==> config.mk <==
export PLATFORM = sky130hd
export DESIGN_NAME = fsq_core
export DESIGN_NICKNAME = d
export VERILOG_FILES = /design/src/fsq_pkg.sv /design/src/fsq_skid.sv /design/src/fsq_map_entry.sv /design/src/fsq_core.sv
export SDC_FILE = /design/constraint.sdc
export NUM_CORES = 2
export LEC_CHECK = 0
export BUFFER_PORTS_ARGS = -buffer_cell sky130_fd_sc_hd__buf_2
export CORE_MARGIN = 2
export CORE_UTILIZATION = 25
export CTS_BUF_LIST = sky130_fd_sc_hd__clkbuf_4 sky130_fd_sc_hd__clkbuf_8
export DETAILED_ROUTE_END_ITERATION = 7
export GPL_ROUTABILITY_DRIVEN = 0
export HOLD_SLACK_MARGIN = 0.06
export PLACE_DENSITY = 0.4
export SYNTH_ARGS = -nofsm -noshare
export SYNTH_HDL_FRONTEND = slang
export SYNTH_SLANG_ARGS = --single-unit
==> constraint.sdc <==
create_clock -name i_clk_sys -period 16.1 [get_ports i_clk_sys]
set_clock_uncertainty 0.2 [all_clocks]
set_input_delay 2.415 -clock i_clk_sys [delete_from_list [all_inputs] [get_ports i_clk_sys]]
set_output_delay 2.415 -clock i_clk_sys [all_outputs]
set_load 0.01 [all_outputs]
==> src/fsq_pkg.sv <==
// Package for the file-system queue and direct-access mapping block
package fsq_pkg;
  localparam int FSQ_AW = 32;          // Window offset and length width
  localparam int FSQ_MAP_DEPTH = 4;    // Mapping table entries
  localparam int FSQ_MAP_IW = 2;
  localparam int FSQ_LOCK_POOL = 4;    // Lock resources
  localparam int FSQ_LOCK_CW = 3;
  localparam int FSQ_HDR_BYTES = 16;   // Response header size in bytes
  localparam logic [15:0] FSQ_NOTIFY_BUF_SIZE = 16'h0040;
  localparam logic [15:0] FSQ_MAX_PAYLOAD = FSQ_NOTIFY_BUF_SIZE - 16'(FSQ_HDR_BYTES);
  localparam logic [FSQ_AW-1:0] FSQ_WIN_SIZE = 32'h0010_0000;
  localparam logic [3:0] FSQ_SHM_ID = 4'h0;
  localparam logic [FSQ_AW-1:0] FSQ_ZERO = 32'h0000_0000;

  // Status codes
  localparam logic [3:0] FSQ_ST_OK = 4'h0;
  localparam logic [3:0] FSQ_ST_NO_LOCKS_AVAILABLE_ERROR = 4'h1;
  localparam logic [3:0] FSQ_ST_RANGE = 4'h2;
  localparam logic [3:0] FSQ_ST_NO_RESOURCE = 4'h3;
  localparam logic [3:0] FSQ_ST_ALIGN = 4'h4;
  localparam logic [3:0] FSQ_ST_NO_WINDOW = 4'h5;

  // Mapping operation codes
  localparam logic [1:0] FSQ_OP_SETUP = 2'h1;
  localparam logic [1:0] FSQ_OP_REMOVE = 2'h2;

  typedef struct packed {
    logic [FSQ_AW-1:0] woff;
    logic [FSQ_AW-1:0] len;
    logic [FSQ_AW-1:0] foff;
  } fsq_map_t;

  typedef struct packed {
    logic [15:0] tag;
    logic [3:0] status;
  } fsq_cpl_t;

  typedef struct packed {
    logic [15:0] msg_type;
    logic [15:0] len;
    logic [31:0] payload;
  } fsq_note_t;
endpackage

==> src/fsq_skid.sv <==
// Two-entry buffer with valid and ready on both sides
`timescale 1ns/1ps
module fsq_skid #(
  parameter int W = 8
) (
  input wire logic i_clk_sys,
  input wire logic i_reset,
  input wire logic i_valid,
  output logic o_ready,
  input wire logic [W-1:0] i_data,
  output logic o_valid,
  input wire logic i_ready,
  output logic [W-1:0] o_data
);
  logic [W-1:0] mem_r [2];
  logic rd_r;
  logic wr_r;
  logic [1:0] cnt_r;
  wire push = i_valid && (cnt_r != 2'h2);
  wire pop = i_ready && (cnt_r != 2'h0);

  // Pointers and fill level; stalls from the drain side reach the source
  always_ff @(posedge i_clk_sys) begin
    if (i_reset) begin
      rd_r <= 1'b0;
      wr_r <= 1'b0;
      cnt_r <= 2'h0;
    end else begin
      if (push) wr_r <= ~wr_r;
      if (pop) rd_r <= ~rd_r;
      cnt_r <= cnt_r + 2'(push) - 2'(pop);
    end
  end

  always_ff @(posedge i_clk_sys) begin
    if (push) mem_r[wr_r] <= i_data;
  end

  assign o_ready = (cnt_r != 2'h2);
  assign o_valid = (cnt_r != 2'h0);
  assign o_data = mem_r[rd_r];
endmodule

==> src/fsq_map_entry.sv <==
// One mapping table slot with overlap classification
`timescale 1ns/1ps
module fsq_map_entry
  import fsq_pkg::*;
(
  input wire logic i_clk_sys,
  input wire logic i_reset,
  input wire logic i_wr,
  input wire logic i_clr,
  input wire fsq_pkg::fsq_map_t i_new,
  input wire fsq_pkg::fsq_map_t i_req,
  output logic o_valid,
  output fsq_pkg::fsq_map_t o_ent,
  output logic o_exact,
  output logic o_overlap,
  output logic o_left,
  output logic o_right
);
  fsq_map_t ent_r;
  logic vld_r;
  wire [FSQ_AW-1:0] e_end = ent_r.woff + ent_r.len;
  wire [FSQ_AW-1:0] r_end = i_req.woff + i_req.len;

  // Write wins over clear so a split can reuse the freed slot
  always_ff @(posedge i_clk_sys) begin
    if (i_reset) begin
      vld_r <= 1'b0;
      ent_r <= '0;
    end else if (i_wr) begin
      vld_r <= 1'b1;
      ent_r <= i_new;
    end else if (i_clr) begin
      vld_r <= 1'b0;
    end
  end

  assign o_valid = vld_r;
  assign o_ent = ent_r;
  assign o_exact = vld_r && (ent_r.woff == i_req.woff) && (ent_r.len == i_req.len);
  assign o_overlap = vld_r && (i_req.woff < e_end) && (ent_r.woff < r_end);
  assign o_left = ent_r.woff < i_req.woff;   // Residue below the request
  assign o_right = e_end > r_end;            // Residue above the request
endmodule

==> src/fsq_core.sv <==
// File-system queue arbitration, notification delivery and mapping table
`timescale 1ns/1ps
// What this block does
// - Urgent queue is accepted every cycle it is offered, never blocked by normal traffic.
// - Normal queue runs in parallel; completions of both may interleave freely.
// - Notify message is header plus payload capped at buffer size minus header.
// - Lock notifications wait while no buffer is posted, then get delivered.
// - Lock pool is finite; an empty pool fails lock requests with lock error.
// - Optional mapping window appears as shared memory region zero.
// - Unmapped window ranges return undefined data.
// - A successful setup makes the file range reachable at the given offset.
// - Exact cover of an entry replaces it.
// - Partial cover by setup splits the old entry into one or two residues.
// - Partial remove splits the entry into one or two residues.
// - When entries run out, setup fails until a remove frees space.
// - Setup past the window end is rejected; overlaps are allowed.
// - Normal read and write service goes on regardless of the window.
// - Durability is signalled only after a sync following the write.
// - Both sides honour the negotiated mapping alignment.
// - Configured buffer size holds any notify message emitted.
module fsq_core
  import fsq_pkg::*;
#(
  parameter int MAP_DEPTH = FSQ_MAP_DEPTH,
  parameter int LOCK_POOL = FSQ_LOCK_POOL,
  parameter bit WINDOW_PRESENT = 1'b1
) (
  input wire logic i_clk_sys,
  input wire logic i_reset,
  // Urgent queue
  input wire logic i_urg_valid,
  input wire logic [15:0] i_urg_tag,
  output logic o_urg_ready,
  output logic o_urg_cpl_valid,
  output fsq_pkg::fsq_cpl_t o_urg_cpl,
  // Normal request queue
  input wire logic i_req_valid,
  input wire logic [15:0] i_req_tag,
  input wire logic i_req_is_sync,
  output logic o_req_ready,
  input wire logic i_req_done,
  output logic o_req_cpl_valid,
  output fsq_pkg::fsq_cpl_t o_req_cpl,
  output logic o_durable,
  // Lock requests and releases
  input wire logic i_lock_req,
  input wire logic i_lock_rel,
  output logic o_lock_cpl_valid,
  output logic [3:0] o_lock_status,
  // Notifications
  input wire logic i_note_valid,
  input wire fsq_pkg::fsq_note_t i_note,
  output logic o_note_ready,
  input wire logic i_buf_avail,
  output logic o_note_wr,
  output fsq_pkg::fsq_note_t o_note_out,
  output logic [15:0] o_notify_buf_size,
  // Mapping requests
  input wire logic i_map_valid,
  input wire logic [1:0] i_map_op,
  input wire fsq_pkg::fsq_map_t i_map_req,
  input wire logic [FSQ_AW-1:0] i_align_mask,
  output logic o_map_ready,
  output logic o_map_cpl_valid,
  output logic [3:0] o_map_status,
  output logic o_shm_present,
  output logic [3:0] o_shm_id,
  // Window translation
  input wire logic [FSQ_AW-1:0] i_win_addr,
  output logic o_win_hit,
  output logic [FSQ_AW-1:0] o_win_foff
);
  // Urgent path: always ready, completion one cycle after acceptance
  logic urg_cpl_v_r;
  fsq_cpl_t urg_cpl_r;
  always_ff @(posedge i_clk_sys) begin
    if (i_reset) begin
      urg_cpl_v_r <= 1'b0;
      urg_cpl_r <= '0;
    end else begin
      urg_cpl_v_r <= i_urg_valid;
      urg_cpl_r <= '{tag: i_urg_tag, status: FSQ_ST_OK};
    end
  end
  assign o_urg_ready = 1'b1;
  assign o_urg_cpl_valid = urg_cpl_v_r;
  assign o_urg_cpl = urg_cpl_r;

  // Normal path: one request in flight, separate from the urgent path
  logic req_busy_r;
  logic req_sync_r;
  logic req_cpl_v_r;
  logic durable_r;
  fsq_cpl_t req_cpl_r;
  wire req_take = i_req_valid && !req_busy_r;
  wire req_fin = req_busy_r && i_req_done;
  always_ff @(posedge i_clk_sys) begin
    if (i_reset) begin
      req_busy_r <= 1'b0;
      req_sync_r <= 1'b0;
      req_cpl_v_r <= 1'b0;
      req_cpl_r <= '0;
      durable_r <= 1'b0;
    end else begin
      req_cpl_v_r <= req_fin;
      if (req_take) begin
        req_busy_r <= 1'b1;
        req_sync_r <= i_req_is_sync;
        req_cpl_r <= '{tag: i_req_tag, status: FSQ_ST_OK};
        durable_r <= 1'b0; // A new write voids earlier durability
      end else if (req_fin) begin
        req_busy_r <= 1'b0;
        durable_r <= req_sync_r;
      end
    end
  end
  assign o_req_ready = !req_busy_r;
  assign o_req_cpl_valid = req_cpl_v_r;
  assign o_req_cpl = req_cpl_r;
  assign o_durable = durable_r;

  // Lock pool: a release in the same cycle as a request keeps the count only while some locks are held and some are free
  logic [FSQ_LOCK_CW-1:0] locks_r;
  logic lock_cpl_v_r;
  logic [3:0] lock_st_r;
  wire lock_empty = (locks_r == FSQ_LOCK_CW'(LOCK_POOL));
  wire lock_grant = i_lock_req && !lock_empty;
  wire lock_free = i_lock_rel && (locks_r != '0);
  always_ff @(posedge i_clk_sys) begin
    if (i_reset) begin
      locks_r <= '0;
      lock_cpl_v_r <= 1'b0;
      lock_st_r <= FSQ_ST_OK;
    end else begin
      locks_r <= locks_r + FSQ_LOCK_CW'(lock_grant) - FSQ_LOCK_CW'(lock_free);
      lock_cpl_v_r <= i_lock_req;
      lock_st_r <= lock_grant ? FSQ_ST_OK : FSQ_ST_NO_LOCKS_AVAILABLE_ERROR;
    end
  end
  assign o_lock_cpl_valid = lock_cpl_v_r;
  assign o_lock_status = lock_st_r;

  // Notifications queue in the buffer while no driver buffer is posted
  logic nb_valid;
  fsq_note_t nb_data;
  fsq_note_t note_in;
  logic note_wr_r;
  fsq_note_t note_out_r;
  // Clip payload length so header plus payload fits the posted buffer
  assign note_in = '{msg_type: i_note.msg_type, payload: i_note.payload,
                     len: (i_note.len > FSQ_MAX_PAYLOAD) ? FSQ_MAX_PAYLOAD : i_note.len};
  fsq_skid #(.W($bits(fsq_note_t))) u_note_buf (
    .i_clk_sys(i_clk_sys),
    .i_reset(i_reset),
    .i_valid(i_note_valid),
    .o_ready(o_note_ready),
    .i_data(note_in),
    .o_valid(nb_valid),
    .i_ready(i_buf_avail),
    .o_data(nb_data)
  );
  always_ff @(posedge i_clk_sys) begin
    if (i_reset) begin
      note_wr_r <= 1'b0;
      note_out_r <= '0;
    end else begin
      note_wr_r <= nb_valid && i_buf_avail;
      note_out_r <= nb_data;
    end
  end
  assign o_note_wr = note_wr_r;
  assign o_note_out = note_out_r;
  assign o_notify_buf_size = FSQ_NOTIFY_BUF_SIZE;
  assign o_shm_present = WINDOW_PRESENT;
  assign o_shm_id = FSQ_SHM_ID;

  // Mapping table
  logic [MAP_DEPTH-1:0] e_vld;
  logic [MAP_DEPTH-1:0] e_ovl;
  logic [MAP_DEPTH-1:0] e_left;
  logic [MAP_DEPTH-1:0] e_right;
  logic [MAP_DEPTH-1:0] e_wr;
  logic [MAP_DEPTH-1:0] e_clr;
  logic [MAP_DEPTH-1:0] e_hit;
  fsq_map_t e_ent [MAP_DEPTH];
  fsq_map_t e_new [MAP_DEPTH];
  fsq_map_t cur_r;

  typedef enum logic [3:0] {
    FSQ_S_IDLE = 4'h1,
    FSQ_S_SCAN = 4'h2,
    FSQ_S_INS = 4'h4,
    FSQ_S_DONE = 4'h8
  } fsq_state_t;
  fsq_state_t st_r;
  fsq_state_t st_nxt;
  logic [1:0] op_r;
  logic [3:0] mst_r;
  logic mcpl_r;

  genvar g;
  generate
    for (g = 0; g < MAP_DEPTH; g++) begin : g_ent
      fsq_map_entry u_ent (
        .i_clk_sys(i_clk_sys),
        .i_reset(i_reset),
        .i_wr(e_wr[g]),
        .i_clr(e_clr[g]),
        .i_new(e_new[g]),
        .i_req(cur_r),
        .o_valid(e_vld[g]),
        .o_ent(e_ent[g]),
        .o_exact(),
        .o_overlap(e_ovl[g]),
        .o_left(e_left[g]),
        .o_right(e_right[g])
      );
      assign e_hit[g] = e_vld[g] && (i_win_addr >= e_ent[g].woff) &&
                        (i_win_addr - e_ent[g].woff < e_ent[g].len);
    end
  endgenerate

  // Scan state: first overlapping entry is cut, free slots found for residues
  logic scan_any;
  logic [FSQ_MAP_IW-1:0] scan_idx;
  logic [FSQ_MAP_IW-1:0] free_a;
  logic [2:0] free_cnt;
  always_comb begin
    scan_any = 1'b0;
    scan_idx = '0;
    free_a = '0;
    free_cnt = '0;
    for (int i = MAP_DEPTH - 1; i >= 0; i--) begin
      if (e_ovl[i]) begin
        scan_any = 1'b1;
        scan_idx = FSQ_MAP_IW'(i);
      end
      if (!e_vld[i]) begin
        free_a = FSQ_MAP_IW'(i);
        free_cnt = free_cnt + 3'h1;
      end
    end
  end

  wire fsq_map_t hit_e = e_ent[scan_idx];
  wire hit_l = e_left[scan_idx];
  wire hit_r = e_right[scan_idx];
  wire [FSQ_AW-1:0] req_end = cur_r.woff + cur_r.len;
  wire [FSQ_AW-1:0] hit_end = hit_e.woff + hit_e.len;
  // The cut slot itself is freed, so it counts as room for one residue
  wire [2:0] need = 3'(hit_l) + 3'(hit_r);
  wire split_fits = (free_cnt + 3'h1) >= need;
  wire fsq_map_t res_l = '{woff: hit_e.woff, len: cur_r.woff - hit_e.woff, foff: hit_e.foff};
  wire fsq_map_t res_r = '{woff: req_end, len: hit_end - req_end,
                           foff: hit_e.foff + (req_end - hit_e.woff)};
  // Setup checks: alignment, window end (with wrap), empty window option
  wire bad_align = ((i_map_req.woff | i_map_req.len | i_map_req.foff) & i_align_mask) != '0;
  wire [FSQ_AW:0] new_end = {1'b0, i_map_req.woff} + {1'b0, i_map_req.len};
  wire bad_range = new_end > {1'b0, FSQ_WIN_SIZE};
  wire take_map = (st_r == FSQ_S_IDLE) && i_map_valid;

  always_comb begin
    st_nxt = st_r;
    case (st_r)
      FSQ_S_IDLE: if (take_map) st_nxt = FSQ_S_SCAN;
      FSQ_S_SCAN: if (mst_r != FSQ_ST_OK) st_nxt = FSQ_S_DONE;
                  else if (!scan_any) st_nxt = (op_r == FSQ_OP_SETUP) ? FSQ_S_INS : FSQ_S_DONE;
                  else if (!split_fits) st_nxt = FSQ_S_DONE;
      FSQ_S_INS: st_nxt = FSQ_S_DONE;
      FSQ_S_DONE: st_nxt = FSQ_S_IDLE;
      default: st_nxt = FSQ_S_IDLE;
    endcase
  end

  // Slot writes: one entry cut per scan cycle until no overlap remains
  always_comb begin
    e_wr = '0;
    e_clr = '0;
    for (int i = 0; i < MAP_DEPTH; i++) e_new[i] = res_l;
    if (st_r == FSQ_S_SCAN && mst_r == FSQ_ST_OK && scan_any && split_fits) begin
      e_clr[scan_idx] = 1'b1;
      if (hit_l) begin
        e_wr[scan_idx] = 1'b1;
        e_new[scan_idx] = res_l;
      end
      if (hit_r) begin
        if (hit_l) begin
          e_wr[free_a] = 1'b1;
          e_new[free_a] = res_r;
        end else begin
          e_wr[scan_idx] = 1'b1;
          e_new[scan_idx] = res_r;
        end
      end
    end else if (st_r == FSQ_S_INS && free_cnt != '0) begin
      e_wr[free_a] = 1'b1;
      e_new[free_a] = cur_r;
    end
  end

  always_ff @(posedge i_clk_sys) begin
    if (i_reset) begin
      st_r <= FSQ_S_IDLE;
      cur_r <= '0;
      op_r <= '0;
      mst_r <= FSQ_ST_OK;
      mcpl_r <= 1'b0;
    end else begin
      st_r <= st_nxt;
      mcpl_r <= (st_r == FSQ_S_DONE);
      if (take_map) begin
        cur_r <= i_map_req;
        op_r <= i_map_op;
        if (!WINDOW_PRESENT) mst_r <= FSQ_ST_NO_WINDOW;
        else if (bad_align) mst_r <= FSQ_ST_ALIGN;
        else if (i_map_op == FSQ_OP_SETUP && bad_range) mst_r <= FSQ_ST_RANGE;
        else mst_r <= FSQ_ST_OK;
      end else if (st_r == FSQ_S_SCAN && mst_r == FSQ_ST_OK && scan_any && !split_fits) begin
        mst_r <= FSQ_ST_NO_RESOURCE;
      end else if (st_r == FSQ_S_INS && free_cnt == '0) begin
        mst_r <= FSQ_ST_NO_RESOURCE;
      end
    end
  end
  assign o_map_ready = (st_r == FSQ_S_IDLE);
  assign o_map_cpl_valid = mcpl_r;
  assign o_map_status = mst_r;

  // Window translation; unmapped addresses return no defined offset
  logic win_hit_r;
  logic [FSQ_AW-1:0] win_foff_r;
  logic [FSQ_MAP_IW-1:0] hit_idx;
  always_comb begin
    hit_idx = '0;
    for (int i = MAP_DEPTH - 1; i >= 0; i--) if (e_hit[i]) hit_idx = FSQ_MAP_IW'(i);
  end
  always_ff @(posedge i_clk_sys) begin
    if (i_reset) begin
      win_hit_r <= 1'b0;
      win_foff_r <= FSQ_ZERO;
    end else begin
      win_hit_r <= |e_hit;
      win_foff_r <= e_ent[hit_idx].foff + (i_win_addr - e_ent[hit_idx].woff);
    end
  end
  assign o_win_hit = win_hit_r;
  assign o_win_foff = win_foff_r;
endmodule

After elaboration in Yosys (flattened, before gate mapping)
Memories as Yosys holds them, arrays and structs flattened. A register that Yosys moved wholly into a read port is not among the register bits.
Index checks and enable logic that the tools add are counted.
Widths: inputs -> output; s select.

storage, ports and cells
  bits in registers = 582
  memory bits (writable) = 128
  input port bits = 269
  output and inout bits = 176
  logic and storage cells = 256
  memories kept = 1

memories
  name              words  width  rd ports  clocked after Yosys merged registers in  wr ports  line            text
  u_note_buf.mem_r  2      64     1         1                                        1         fsq_skid.sv:15  logic [W-1:0] mem_r [2];

cells by class
  $add $sub $neg = 26
  $lt $le $gt $ge = 36
  eq/ne operators = 10
  muxes and demuxes = 80
  bitwise gates (word level) = 10
  reductions and logical operators = 53

operator list
  kind                  number
  $mux 384              6
  $bwmux 384            4
  $mux 96               6
  $lt 32x32->1          16
  $bmux 96 s2           2
  $demux 96 s2          2
  $add 32x32->32        8
  $sub 32x32->32        8
  $ge 32x32->1          4
  $gt 32x32->1          4
  $or 32x32->32         2
  $mux 4                15
  $logic_and 1x1->1     34
  $add 32x32->33        1
  $gt 33x21->1 const B  1
  $and 32x32->32        1
  $reduce_bool 32->1    1
  $mux 2                13
  $mux 1                22
  $gt 16x6->1 const B   1
  $mux 16               1
  $add 3x1->3 const B   4
  $mux 3                4
  $pmux 4 s3            1
  other kinds (33)      54

Depth between registers and ports, before layout
  depth after elaboration = 20
  mapped depth = 47
  mapped depth without buffers = 45

Modules after synthesis
Synthesis repeated with hierarchy kept, for this count alone.

second synthesis, totals
  cells, all modules = 11320
  area total of the unflattened synthesis = 88559.9 um^2

by module, submodules not included
  module                              times used  cells each  area an instance (um^2)  sequential area each (um^2)
  fsq_core                            1           6293        43013.8                  4924.7
  fsq_map_entry (g_ent[0].u_ent ...)  3           1191        10065.9                  1941.9
  fsq_map_entry (g_ent[3].u_ent)      1           1231        10194.8                  1941.9
  fsq_skid                            1           223         5153.7                   3943.8

Least setup slack after synthesis
OpenSTA, ideal clock, no wires.

  kind = input to register
  from = in i_win_addr[0]
  to = reg win_foff_r[29] (netlist: o_win_foff[29])
  library setup time = 0.128 ns
  arrival time = 11.815 ns
  required time = 15.772 ns
  setup slack = 3.957 ns
  cell stages on the path = 46
  path buffers = 3
  cell sequence = inv_1 ha_1 inv_1 fa_1 a21oi_1 o22ai_1 o221ai_1 a211oi_1 o21a_1 o21ai_0 nand2b_1 and2_1 o21ai_0 a31oi_1 o41ai_1 xnor2_1 ha_1 o21ai_0 (+10 left out) nand2_1 o21ai_0 a21oi_1 fa_1 inv_1 ha_1 a21o_1 a21o_1 a2111oi_0 o21ai_0 o41a_1 a221o_1 o41ai_1 o211ai_1 o41ai_1 o21ai_0 xnor2_1 nor2_1

between the ends
  word-level cells in the longest chain between the ends = 13
  elaborated cells on any way between the ends = 30
  classes of those cells = add/sub: 6; order compare: 8; mux: 7; bitwise: 1; reduce/logical: 8

RTL lines
  element                                            line                              text
  from (decl)                                        fsq_core.sv:69                    input wire logic [FSQ_AW-1:0] i_win_addr,
  $sub 32x32->32 or $ge 32x32->1 (tied branches)     fsq_core.sv:219, fsq_core.sv:218
  $lt 32x32->1 or $logic_and 1x1->1 (tied branches)  fsq_core.sv:219, fsq_core.sv:218
  $logic_and 1x1->1                                  fsq_core.sv:218                   assign e_hit[g] = e_vld[g] && (i_win_addr >= e_ent[g].woff) &&
  $mux 2 (4 in a row)                                fsq_core.sv:335                   for (int i = MAP_DEPTH - 1; i >= 0; i--) if (e_hit[i]) hit_idx = FSQ_MAP_IW'(i);
  $not 2->3 (not written as such)                    fsq_core.sv:343                   win_foff_r <= e_ent[hit_idx].foff + (i_win_addr - e_ent[hit_idx].woff);
  $bmux 96 s2                                        fsq_core.sv:343
  $mux 96 (not written as such) (2 in a row)         fsq_core.sv:343
  $sub 32x32->32                                     fsq_core.sv:343
  $add 32x32->32 *                                   fsq_core.sv:343
  to (signal assigned)                               fsq_core.sv:343
  to (decl)                                          fsq_core.sv:331                   logic [FSQ_AW-1:0] win_foff_r;

Mark *: on every way between the ends. The rest lies on a longest branch, timed or not. The select of a mux whose other input is x is not followed.
A chain may end at the register's enable or synchronous reset.

Worst setup path in the final report
  from = in i_win_addr[1]
  to = reg win_foff_r[29] (netlist: o_win_foff[29])

The elaborated chain is that of the path after synthesis.

==> flow_metrics.env <==
export IMPL_setup_ws_ns=1.806
export IMPL_tritoncts="yes"
export IMPL_ys_types=102
export IMPL_reg2reg_to="g_ent[0].u_ent.o_ent[30]"
export IMPL_p_per_area_nw_per_um2=75.35
export IMPL_switching_share=0.3841
export IMPL_grtUsageTotal=0.2934
export IMPL_antenna_found_initial=54
export IMPL_hold_path_end="o_req_cpl[9]"
export IMPL_dp_slack_ns=1.355
export IMPL_p_total_mw=6.750
export IMPL_crit_type="in2reg"
export IMPL_fp_dieArea_um2=309400
export IMPL_seq_area_frac_synth=0.2179
export IMPL_pwr_share_comb=0.335
export IMPL_fin_crit_ns=14.29
export IMPL_finalSetupViolCount=0
export IMPL_cts_max_path_buffers=4
export IMPL_violations="DRC, capacitance limit"
export IMPL_p_leak_nw=38.59
export IMPL_grt_pass1_wl_mm=640.5
export IMPL_cts_hold_buf=0
export IMPL_viasPerCell=5.901
export IMPL_synth_warnings=0
export IMPL_hold_viol=0
export IMPL_cts_resized=0
export IMPL_post_cts_buffers=0
export IMPL_ys_flop_type="dfxtp_1"
export IMPL_initial_core_util=0.2516
export IMPL_yosys_register_bits=766
export IMPL_drive_above_1_share=0.1358
export IMPL_synth_edff_count=128
export IMPL_final_common_cell="ha_1"
export IMPL_holdCritPathClass="reg2reg"
export IMPL_fp_dieH_um=556.3
export IMPL_htreeDepth=4
export IMPL_fin_crit_sh=0.8878
export IMPL_hp_start="o_req_cpl[9]"
export IMPL_path_max_fanout=19
export IMPL_cp_arrival_ns=14.83
export IMPL_die_x_um=556.3
export IMPL_post_drt_wl_per_cell_um=33.00
export IMPL_p_switching_mw=2.593
export IMPL_num_rows=202
export IMPL_cp_start_kind="input pin"
export IMPL_hold_slack_ns=0.2550
export IMPL_ios=445
export IMPL_cp_end_kind="flop"
export IMPL_slew_violations=0
export IMPL_pwr_share_clk=0.345
export IMPL_fin_nets=11727
export IMPL_yosysTopAreaCell="ha_1"
export IMPL_dr_pass1_iters=8
export IMPL_reg2reg_depth=42
export IMPL_fill_cells=32492
export IMPL_max_stage_delay_ns=1.03
export IMPL_post_dp_hpwl_mm=373.5
export IMPL_outcome="finished with violations"
export IMPL_synth_area_top_cells="ha_1, dfxtp_1, a21oi_1"
export IMPL_area_growth_syn_to_layout_pct=17.49
export IMPL_cts_buffers=166
export IMPL_multi_input_area_um2=55120
export IMPL_port_buffer_count=410
export IMPL_slowest_stage="o21ai_0"
export IMPL_grt_ovfl_total=0
export IMPL_clk_pin_slew_ns=0.06
export IMPL_async_flop_share=0
export IMPL_syn_inst=9572
export IMPL_setup_tns_ns=0
export IMPL_stdcell_count=14367
export IMPL_grt_setup_unrepaired="no"
export IMPL_hold_depth=2
export IMPL_post_place_cells=14051
export IMPL_max_slew_margin=0.004861
export IMPL_seqPwrFrac=0.320
export IMPL_maxCapViolCount=1
export IMPL_grt_max_degree=125
export IMPL_clock_fmax_mhz=69.96
export IMPL_root_buffer="clkbuf_8"
export IMPL_intPower_mw=4.157
export IMPL_synth_area_um2=76250
export IMPL_via_count=84781
export IMPL_drt_wl_total_mm=474.2
export IMPL_seq_area_um2=16620
export IMPL_critical_path_most_common_cell="o21ai_0"
export IMPL_yosysTopAreaCellShare=0.1823
export IMPL_drt_initial_drc_count=12387
export IMPL_cp_required_ns=16.64
export IMPL_r2r_slack_ns=1.84
export IMPL_final_cell_mix="ha_1, inv_1, a21oi_1, nand2_1, nor2_1"
export IMPL_coreArea_um2=303000
export IMPL_clock_latency_ns=0.99
export IMPL_post_route_drc_count=22
export IMPL_grt_pass1_vias=79682
export IMPL_cts_sinks=766
export IMPL_ir_drop_v=0.00009858
export IMPL_avgSynthCellArea_um2=7.966
export IMPL_tightest_slew_ns=1.484
export IMPL_timing_rr_start="g_ent[0].u_ent.o_ent[65]"
export IMPL_postRouteAntennaNets=0
[stage by stage]
stage	utilization	area, um2
floorplan	-	76440
global placement	0.2842	86130
detailed placement	0.2842	86130
CTS	0.2954	89510
global route	0.2955	89560
finish	0.2956	89580
[state kept, by name, summed over array words and instances (netlist names), 2 cells and up]
| register | count |
|---|---|
| cur_r | 96 |
| g_ent.u_ent.o_ent | 384 |
| g_ent.u_ent.o_valid | 4 |
| locks_r | 3 |
| o_map_status | 3 |
| o_note_out | 64 |
| o_req_cpl | 16 |
| o_urg_cpl | 16 |
| o_win_foff | 32 |
| op_r | 2 |
| st_r | 4 |
| u_note_buf.cnt_r | 2 |
| u_note_buf.mem_r | 128 |
[synthesized netlist by cell type (all sizes together), types with 35 or more instances]
master,instances
a2111oi,45
a211o,35
a211oi,312
a21boi,69
a21o,240
a21oi,813
a221oi,157
a222oi,89
a22oi,44
a31oi,74
and2,47
and3,65
buf,156
clkbuf,320
dfxtp,638
edfxtp,128
fa,105
ha,1111
inv,824
mux2,40
mux2i,152
nand2,800
nand2b,87
nand3,160
nand4,120
nor2,691
nor2b,89
nor3,283
nor4,46
o211ai,84
o21a,111
o21ai,558
o21bai,60
o221a,40
o22ai,97
or2,37
or3,71
xnor2,227
xor2,159
[how the worst max path moves through the flow]
| stage | slack, ns | startpoint | to |
|---|---|---|---|
| after floorplan | 3.96 | i_win_addr[0] | o_win_foff[29] |
| after global placement | 1.21 | i_win_addr[0] | o_win_foff[29] |
| after detailed placement | 1.36 | i_win_addr[1] | o_win_foff[29] |
| after CTS | 2.09 | g_ent[0].u_ent.o_ent[65] | g_ent[0].u_ent.o_ent[30] |
| after global routing | 1.35 | i_win_addr[0] | o_win_foff[29] |
| final | 1.81 | i_win_addr[1] | o_win_foff[29] |
[critical path, delay by kind of cell]
kind	cells	cell delay (ns)
XOR/XNOR	2	0.32
adder cells (fa/ha/maj)	4	1.49
AND/OR/NAND/NOR	5	0.72
multiplexers	1	0.35
AO/OA/AOI/OAI	25	8.68
buffers and inverters	3	0.73
[logic make-up after synthesis]
family	count (synthesis)	synth area share
AO/OA/AOI/OAI	3149	0.2780
AND/OR/NAND/NOR	2558	0.1555
buffers and inverters	1300	0.06721
adder cells (fa/ha/maj)	1216	0.2099
flip-flops	766	0.2179
XOR/XNOR	389	0.04526
multiplexers	192	0.02608
other	2	0.00009850
[final cells by class]
| class | count | share of cell area |
|---|---|---|
| clock inverter | 30 | 0.001872 |
| inverter | 824 | 0.03458 |
| multi-input combinational | 7558 | 0.6153 |
| tap | 3978 | 0.05556 |
| clock buffer | 260 | 0.03589 |
| antenna | 25 | 0.0006983 |
| timing repair buffer | 926 | 0.07059 |
| sequential | 766 | 0.1855 |
[power by group through the flow]
stage	registers (mW)	logic, mW	clock network, mW
after floorplan	2.19	1.27	0
after global placement	2.20	2.18	0
after detailed placement	2.20	2.20	0
after CTS	2.16	2.21	2.37
after global routing	2.17	2.42	2.45
final	2.16	2.26	2.33
[routing by layer]
| layer | vias up | wire [um] | track usage | share of wire |
|---|---|---|---|---|
| met3 | 918 | 55670 | 0.07909 | 0.12 |
| met2 | 5516 | 193600 | 0.4282 | 0.41 |
| met1 | 41650 | 198600 | 0.3960 | 0.42 |
| met5 | - | 93 | 0 | 0.00020 |
| met4 | 14 | 26260 | 0.1401 | 0.055 |
| li1 | 36683 | - | - | - |
Note: power is estimated with default switching activity, not from simulation.
